## config.mk

```make
export PLATFORM = sky130hd
export DESIGN_NAME = lpd_rx_flat
export DESIGN_NICKNAME = d
export VERILOG_FILES = /design/src/hw/lpd_pkg.sv /design/src/hw/lpd_link_if.sv /design/src/hw/lpd_rx.sv /design/src/flat_wrapper.sv
export SDC_FILE = /design/constraint.sdc
export NUM_CORES = 1
export LEC_CHECK = 0
export ABC_AREA = 1
export BUFFER_PORTS_ARGS = -buffer_cell sky130_fd_sc_hd__buf_4
export CAP_MARGIN = 20
export CORE_MARGIN = 5
export CORE_UTILIZATION = 50
export CTS_CLUSTER_DIAMETER = 100
export DETAILED_ROUTE_END_ITERATION = 7
export GPL_ROUTABILITY_DRIVEN = 1
export PLACE_DENSITY_LB_ADDON = 0.05
export SYNTH_ARGS = -nofsm -noshare
export SYNTH_HDL_FRONTEND = slang
export SYNTH_SLANG_ARGS = --single-unit
```

## constraint.sdc

```tcl
create_clock -name clk_in -period 1.5 [get_ports clk_in]
set_input_delay 0.15 -clock clk_in [delete_from_list [all_inputs] [get_ports clk_in]]
set_output_delay 0.15 -clock clk_in [all_outputs]
set_load 0.01 [all_outputs]
```

## src/hw/lpd_pkg.sv

```systemverilog
// shared constants and mapping helpers for the serial pixel link
// assumes both ends run on one 125 MHz system clock
package lpd_pkg;

  localparam int CLK_PERIOD_NS = 8;
  localparam int LINK_MIN_MHZ = 20;
  localparam int LINK_MAX_MHZ = 85;
  localparam int BITS_PER_LANE = 7;
  localparam int LANES_MAX = 4;
  localparam int WORD_BITS = 28;
  localparam int CELL_CYCLES = 2;
  localparam int PERIOD_CYCLES = BITS_PER_LANE * CELL_CYCLES;
  localparam int LINK_PERIOD_NS = PERIOD_CYCLES * CLK_PERIOD_NS;
  localparam int STROBE_OFFSET = CELL_CYCLES / 2;
  localparam int LOCK_TIMEOUT = 2 * PERIOD_CYCLES;
  localparam int HS_POS = 24;
  localparam int VS_POS = 25;
  localparam int PIXEL_VALID_POS = 26;
  localparam int SP_POS = 23;

  // stream position carried in each lane slot, index lane*7+slot
  localparam logic [139:0] LANE_POS = {
    5'h17, 5'h11, 5'h10, 5'h0b, 5'h0a, 5'h05, 5'h1b,
    5'h1a, 5'h19, 5'h18, 5'h16, 5'h15, 5'h14, 5'h13,
    5'h12, 5'h0f, 5'h0e, 5'h0d, 5'h0c, 5'h09, 5'h08,
    5'h07, 5'h06, 5'h04, 5'h03, 5'h02, 5'h01, 5'h00};
  // positions of the six colour bits on lanes 0-2, index colour*6+k
  localparam logic [89:0] SIX_POS = {
    5'h16, 5'h15, 5'h14, 5'h13, 5'h12, 5'h0f,
    5'h0e, 5'h0d, 5'h0c, 5'h09, 5'h08, 5'h07,
    5'h06, 5'h04, 5'h03, 5'h02, 5'h01, 5'h00};
  // positions of the two colour bits on lane 3, index colour*2+k
  localparam logic [29:0] TWO_POS = {
    5'h11, 5'h10, 5'h0b, 5'h0a, 5'h05, 5'h1b};

  typedef logic [2:0][7:0] lpd_col_t;

  // stream position of a lane slot
  function automatic logic [4:0] lane_pos(input int lane, input int slot);
    return LANE_POS[(lane * BITS_PER_LANE + slot) * 5 +: 5];
  endfunction

  // colour and control into a stream word
  function automatic logic [27:0] pack_word(input lpd_col_t col, input logic hs,
      input logic vs, input logic pv, input logic sp, input logic msb);
    logic [27:0] w;
    w = '0;
    for (int i = 0; i < 3; i++) begin
      for (int k = 0; k < 6; k++) begin
        w[SIX_POS[(i * 6 + k) * 5 +: 5]] = msb ? col[i][k] : col[i][k + 2];
      end
      for (int k = 0; k < 2; k++) begin
        w[TWO_POS[(i * 2 + k) * 5 +: 5]] = msb ? col[i][k + 6] : col[i][k];
      end
    end
    w[HS_POS] = hs;
    w[VS_POS] = vs;
    w[PIXEL_VALID_POS] = pv;
    w[SP_POS] = sp;
    return w;
  endfunction

  // stream word back into colours, index 0 red, 1 green, 2 blue
  function automatic lpd_col_t unpack_col(input logic [27:0] w, input logic msb);
    lpd_col_t col;
    logic [5:0] six;
    logic [1:0] two;
    col = '0;
    for (int i = 0; i < 3; i++) begin
      for (int k = 0; k < 6; k++) begin
        six[k] = w[SIX_POS[(i * 6 + k) * 5 +: 5]];
      end
      for (int k = 0; k < 2; k++) begin
        two[k] = w[TWO_POS[(i * 2 + k) * 5 +: 5]];
      end
      col[i] = msb ? {two, six} : {six, two};
    end
    return col;
  endfunction

endpackage

```

## src/hw/lpd_link_if.sv

```systemverilog
// the serial pixel link: forwarded clock and four data lanes
// assumes both ends share the system clock; lanes are one-way
`timescale 1ns/10ps
`default_nettype none
interface lpd_link_if;
  logic link_clk;
  logic [3:0] serial_lane;

  // transmitter end drives clock and lanes
  modport tx (output link_clk, output serial_lane);
  // receiver end only listens
  modport rx (input link_clk, input serial_lane);
endinterface
`default_nettype wire

```

## src/hw/lpd_rx.sv

```systemverilog
// deserializing receiver end of the pixel link
// assumes link pins come from outside; both are synchronised first
`timescale 1ns/10ps
`default_nettype none
module lpd_rx #(
  parameter int LANES = 4
) (
  input wire logic clk_in,
  input wire logic rst_b_in,
  lpd_link_if.rx link,
  input wire logic msb_on_lane3_in,
  output logic [27:0] parallel_out_bit_out,
  output logic word_valid_out,
  output logic [7:0] red_out,
  output logic [7:0] green_out,
  output logic [7:0] blue_out,
  output logic hsync_out,
  output logic vsync_out,
  output logic pixel_valid_out,
  output logic spare_bit_out,
  output logic link_locked_out
);
  localparam int PW = $clog2(lpd_pkg::PERIOD_CYCLES + 1);
  localparam int TW = $clog2(lpd_pkg::LOCK_TIMEOUT + 1);

  typedef enum logic [1:0] {
    LPD_HUNT = 2'b00,
    LPD_LOCK = 2'b01,
    LPD_LOST = 2'b10
  } lpd_lock_e;

  lpd_lock_e lock_reg;
  lpd_lock_e lock_next;
  logic clk_s1_reg;
  logic clk_s2_reg;
  logic clk_s3_reg;
  logic [3:0] lane_s1_reg;
  logic [3:0] lane_s2_reg;
  logic rise;
  logic [PW-1:0] phase_reg;
  logic [PW-1:0] phase_now;
  logic [TW-1:0] idle_reg;
  logic strobe;
  logic [2:0] slot;
  logic [6:0] cap_reg [lpd_pkg::LANES_MAX];
  logic done_reg;
  logic [27:0] word;
  logic msb_eff;
  lpd_pkg::lpd_col_t col;

  // two flip-flops on every pin before any logic reads it
  always_ff @(posedge clk_in) begin
    if (!rst_b_in) begin
      clk_s1_reg <= 1'b0;
      clk_s2_reg <= 1'b0;
      clk_s3_reg <= 1'b0;
      lane_s1_reg <= '0;
      lane_s2_reg <= '0;
    end else begin
      clk_s1_reg <= link.link_clk;
      clk_s2_reg <= clk_s1_reg;
      clk_s3_reg <= clk_s2_reg;
      lane_s1_reg <= link.serial_lane;
      lane_s2_reg <= lane_s1_reg;
    end
  end

  // rising edge of the forwarded clock marks cell 0 of a period
  assign rise = clk_s2_reg && !clk_s3_reg;
  assign phase_now = rise ? '0 : phase_reg;

  // phase within the period, held at the end when the clock stops
  always_ff @(posedge clk_in) begin
    if (!rst_b_in) begin
      phase_reg <= PW'(lpd_pkg::PERIOD_CYCLES);
    end else if (phase_now < PW'(lpd_pkg::PERIOD_CYCLES)) begin
      phase_reg <= phase_now + PW'(1);
    end else begin
      phase_reg <= phase_reg;
    end
  end

  // strobe in the middle of each bit cell
  assign strobe = (phase_now < PW'(lpd_pkg::PERIOD_CYCLES)) &&
      ((phase_now % PW'(lpd_pkg::CELL_CYCLES)) == PW'(lpd_pkg::STROBE_OFFSET));
  assign slot = 3'(phase_now / PW'(lpd_pkg::CELL_CYCLES));

  // seven bits captured per lane per period
  always_ff @(posedge clk_in) begin
    if (!rst_b_in) begin
      for (int l = 0; l < lpd_pkg::LANES_MAX; l++) begin
        cap_reg[l] <= '0;
      end
    end else if (strobe) begin
      for (int l = 0; l < lpd_pkg::LANES_MAX; l++) begin
        // a three-lane receiver ignores lane 3 entirely
        cap_reg[l][slot] <= (l < LANES) && lane_s2_reg[l];
      end
    end
  end

  // last strobe of the period closes the word
  always_ff @(posedge clk_in) begin
    if (!rst_b_in) begin
      done_reg <= 1'b0;
    end else begin
      done_reg <= strobe && (slot == 3'(lpd_pkg::BITS_PER_LANE - 1));
    end
  end

  // lane slots back into stream positions
  always_comb begin
    word = '0;
    for (int l = 0; l < lpd_pkg::LANES_MAX; l++) begin
      for (int s = 0; s < lpd_pkg::BITS_PER_LANE; s++) begin
        word[lpd_pkg::lane_pos(l, s)] = cap_reg[l][s];
      end
    end
  end

  // 18 bpp forces the low-order arrangement
  assign msb_eff = (LANES == 4) ? msb_on_lane3_in : 1'b0;
  assign col = lpd_pkg::unpack_col(word, msb_eff);

  // parallel word, one update per link period
  always_ff @(posedge clk_in) begin
    if (!rst_b_in) begin
      parallel_out_bit_out <= '0;
    end else if (done_reg) begin
      parallel_out_bit_out <= word;
    end
  end

  // colour and control fields, updated with the word
  always_ff @(posedge clk_in) begin
    if (!rst_b_in) begin
      red_out <= '0;
      green_out <= '0;
      blue_out <= '0;
      hsync_out <= 1'b0;
      vsync_out <= 1'b0;
      pixel_valid_out <= 1'b0;
      spare_bit_out <= 1'b0;
    end else if (done_reg) begin
      red_out <= col[0];
      green_out <= col[1];
      blue_out <= col[2];
      hsync_out <= word[lpd_pkg::HS_POS];
      vsync_out <= word[lpd_pkg::VS_POS];
      pixel_valid_out <= word[lpd_pkg::PIXEL_VALID_POS];
      spare_bit_out <= (LANES == 4) && word[lpd_pkg::SP_POS];
    end
  end

  // word pulse only while locked to a running clock
  always_ff @(posedge clk_in) begin
    if (!rst_b_in) begin
      word_valid_out <= 1'b0;
    end else begin
      word_valid_out <= done_reg && (lock_reg == LPD_LOCK);
    end
  end

  // cycles since the last clock edge
  always_ff @(posedge clk_in) begin
    if (!rst_b_in) begin
      idle_reg <= '0;
    end else if (rise) begin
      idle_reg <= '0;
    end else if (idle_reg != TW'(lpd_pkg::LOCK_TIMEOUT)) begin
      idle_reg <= idle_reg + TW'(1);
    end else begin
      idle_reg <= idle_reg;
    end
  end

  // lock tracking: a period must pass between edges at the divider rate
  always_comb begin
    lock_next = lock_reg;
    case (lock_reg)
      LPD_HUNT: begin
        if (rise) begin
          lock_next = LPD_LOCK;
        end
      end
      LPD_LOCK: begin
        if (idle_reg == TW'(lpd_pkg::LOCK_TIMEOUT)) begin
          lock_next = LPD_LOST;
        end else if (rise && (phase_reg != PW'(lpd_pkg::PERIOD_CYCLES))) begin
          lock_next = LPD_LOST; // edge arrived early: wrong rate
        end
      end
      LPD_LOST: begin
        lock_next = LPD_HUNT;
      end
      default: begin
        lock_next = LPD_HUNT;
      end
    endcase
  end

  // lock state register
  always_ff @(posedge clk_in) begin
    if (!rst_b_in) begin
      lock_reg <= LPD_HUNT;
    end else begin
      lock_reg <= lock_next;
    end
  end

  assign link_locked_out = (lock_reg == LPD_LOCK);
endmodule
`default_nettype wire

```

## src/flat_wrapper.sv

```systemverilog
// flat-port wrapper written by rule: the top's interface ports become plain ports
module lpd_rx_flat 
#(
  parameter int LANES = 4
)
  (clk_in, rst_b_in, msb_on_lane3_in, parallel_out_bit_out, word_valid_out, red_out, green_out, blue_out, hsync_out, vsync_out, pixel_valid_out, spare_bit_out, link_locked_out, link_link_clk, link_serial_lane);
  lpd_link_if link_i ();
  input wire logic clk_in;
  input wire logic rst_b_in;
  input wire logic msb_on_lane3_in;
  output logic [27:0] parallel_out_bit_out;
  output logic word_valid_out;
  output logic [7:0] red_out;
  output logic [7:0] green_out;
  output logic [7:0] blue_out;
  output logic hsync_out;
  output logic vsync_out;
  output logic pixel_valid_out;
  output logic spare_bit_out;
  output logic link_locked_out;
  input wire logic [$bits(link_i.link_clk)-1:0] link_link_clk;
  input wire logic [$bits(link_i.serial_lane)-1:0] link_serial_lane;
  assign link_i.link_clk = link_link_clk;
  assign link_i.serial_lane = link_serial_lane;
  lpd_rx #(.LANES(LANES)) u_core (.clk_in(clk_in), .rst_b_in(rst_b_in), .link(link_i), .msb_on_lane3_in(msb_on_lane3_in), .parallel_out_bit_out(parallel_out_bit_out), .word_valid_out(word_valid_out), .red_out(red_out), .green_out(green_out), .blue_out(blue_out), .hsync_out(hsync_out), .vsync_out(vsync_out), .pixel_valid_out(pixel_valid_out), .spare_bit_out(spare_bit_out), .link_locked_out(link_locked_out));
endmodule
```

==> impl_results.md <==
- Outcome: finished, final reports clean
- Top Ports: 66
- Worst hold margin: roughly 0.099 ns
- Slew Limit Fails: 0
- Detailed placement HPWL: 5930 µm
- Initial DRT Pass Iterations: 4
- Synth area leaders: dfxtp_1, edfxtp_1, nor2_1
- Via count: roughly 3,200
- Clock Sinks: roughly 100
- Drt drc: 0
- CP required: between 1.5 and 2 ns
- Gp weighted congestion: about 0.83
- CTS tree: built
- Worst Tran Pin Value: 0.846 ns
- Initial antenna violation count: 0
- RSZ-0062 raised after global routing: yes
- Top_reg_cell synth: dfxtp_1
- Via density: roughly 5
- Share of cells above drive strength 1: between 20% and 30%
- Minimum clock period: between 1 and 1.5 ns
- Grt ovf: 0
- WP data arrival: 1.65 ns
- Power Total: 5.03 mW
- Area share of the largest cell type after synthesis: 37.9%
- CORE AREA: ~7800 µm²
- Post-synth EDFFs: 28
- Leakage power: 2.19 nW
- Setup Fix Bufs, Post-CTS: 0
- CP startpoint kind: flip-flop
- Synth warn: 0
- Cell family with most CP delay: simple AND/OR/NAND/NOR gates
- Synthesized area per cell: approximately 8.7 µm²
- Die Wd: roughly 100 µm
- Area post-placement: roughly 4600 µm²
- #FFs+latches synth: roughly 100
- Total negative slack: 0 ns
- CP cell instances: inv_2 -> nor2_4 -> nor2_4 -> ha_1 -> xnor2_1 -> or2_2
- Slew headroom: around 44%
- Vias in the first global route: 2,955
- Max stage delay on crit path: between 0.4 and 0.5 ns
- Root Buffer: clkbuf_8
- Cell Rows: 32
- FF-to-FF Start: u_core.clk_s2_reg$_SDFF_PN0_
- Port Buf Inserts: 65
- First-pass GRT wire length: 14,000 µm
- Critical path capture point type: flip-flop
- GRT Overall Usage: approximately 18%
- DR WL/cell: approximately 14 µm
- Nets: ~540
- Area of the multi-input gates: about 1300 µm²
- IR Drop Worst-Case VDD: 0.802 mV
- Register cell area after layout: between 2000 and 2500 µm²
- Max Cap Viol: 0
- Final hold vios: 0
- Worst min-delay path startpoint: rst_b_in
- Post-Syn Area: between 4000 and 5000 µm²
- Highest clock rate: 714 MHz
- Area of the die: approximately 9900 µm²
- Initial Util: around half
- Final setup fails: 0
- Pin count of the biggest net entering global routing: 56
- Clock Tree Buf Depth: 2
- Critical-path top delay cell: dfxtp_1
- Syn_nets: 473
- CP dominant cell by count: nor2_4
- Post-Synthesis Cells: 462
- Synth async-reset ratio: 0%
- Post-route ant nets: 0
- Largest area contributor in the netlist: dfxtp_1
- Pre-CTS setup slack: 0.0259 ns
- Reg clk slew, reported paths: around 0.090 ns
- Total Wirelength: ~8600 µm
- Num CTS Buffers: 9
- H-tree lvl count: 3
- Initial DRC Count: ~120
- Die height: 99.6 µm
- Setup WS post-layout: 0.0993 ns
- Fin crit share: between 90% and 100%
- Seq/Total Area, Yosys: approximately 60%
- Origin of the worst setup path: u_core.clk_s2_reg$_SDFF_PN0_
- Power density cells: between 1000 and 1500 nW/µm²
- Min-delay worst type: primary input to flip-flop
- Setup Crit Path Kind: flip-flop to flip-flop
- Synth cell types: 26
- WP buf/inv: 1
- Critical Path Fanout Max: 5
- Cell area after layout: a little under 5000 µm²
- N_diodes: 0
- Filler instances: ~700
- Worst Clk Skew: between 0.01 and 0.015 ns
- Syn-to-layout area delta: 20.2%
- Insertion delay to the later sink of the worst-skew pair: ~0.37 ns
==> tightest hold or removal path, stage by stage <==
cell and delay (ns):
buf_4 0.16, nand2_1 0.07, inv_1 0.03
==> logic make-up (layout without fill, tap and decap cells) <==
logic type	after synthesis	in the layout	share of synthesized area [%]
compound gates	107	107	13.9
xor+xnor	2	2	0.437
fa+ha+maj	3	3	0.936
buf+inv	72	142	7.70
flops	104	104	58.9
simple gates	174	174	18.2
==> placed cells by master (no fill, tap or decap), drive strengths merged <==
cell and n:
buf 77, xnor2 2, a31oi 1, o21ai 49
a211oi 5, nand3 15, nor4 1, ha 3
inv 45, dlygate4sd3 5, nor3 8, clkinv 3
clkbuf 12, nand2 69, nor2 79, o211ai 3
or2 2, edfxtp 28, dfxtp 76, a21oi 49
==> layer usage <==
metal / track usage, % / vias up / part of all wire, %
met2: 30.1 / 66 / 50
met4: 4.10 / 0 / 0.86
met3: 4.77 / 7 / 4.8
met1: 22.6 / 1481 / 44
met5: 0 / - / 0
li1: - / 1632 / -
==> Yosys cell counts (3+ instances only) <==
| cell | number |
|---|---|
| buf_2 | 13 |
| nor2_1 | 76 |
| o21ai_0 | 48 |
| clkbuf_1 | 9 |
| nand2_1 | 66 |
| edfxtp_1 | 28 |
| o211ai_1 | 3 |
| buf_4 | 6 |
| a211oi_1 | 5 |
| dfxtp_1 | 76 |
| inv_1 | 40 |
| ha_1 | 3 |
| a21oi_1 | 49 |
| inv_2 | 4 |
| nor3_1 | 8 |
| nand3_1 | 13 |
==> repair_timing <==
action | 4_1_cts | 5_1_grt
setup endpoints to repair | 0 | 8
resized for setup | 0 | 2
hold endpoints to repair | 5 | 0
hold buffers | 5 | 0
==> layout make-up <==
| type | instances | area share (%) |
|---|---|---|
| Inverter | 44 | 3.42 |
| Clock inverter | 4 | 0.519 |
| Clock buffer | 12 | 3.45 |
| Timing Repair Buffer | 82 | 13.0 |
| Tap cell | 102 | 2.65 |
| Sequential cell | 104 | 49.0 |
| Multi-Input combinational cell | 286 | 28.0 |
==> final timing paths <==
check	to	slack (ns)	depth (start not counted)
max reg2reg	u_core.phase_reg[2]$_SDFFE_PN1N_	0.1	6
max	u_core.phase_reg[2]$_SDFFE_PN1N_	0.1	6
min	u_core.clk_s2_reg$_SDFF_PN0_	0.1	3
min reg2reg	u_core.lane_s2_reg[3]$_SDFF_PN0_	0.42	2
==> power breakdown <==
| group | switching, mW | internal, mW |
|---|---|---|
| Combinational | 0.213 | 0.136 |
| Clock | 0.914 | 0.750 |
| Sequential | 0.0607 | 2.96 |
| Total | 1.19 | 3.84 |
==> through the flow <==
step / instances / util [%]
floorplan: 462 / -
global placement: 613 / 58.9
detailed placement: 613 / 58.9
CTS: 634 / 62.0
global route: 634 / 62.1
finish: 634 / 62.1
Note: power is estimated with default switching activity, not from simulation.
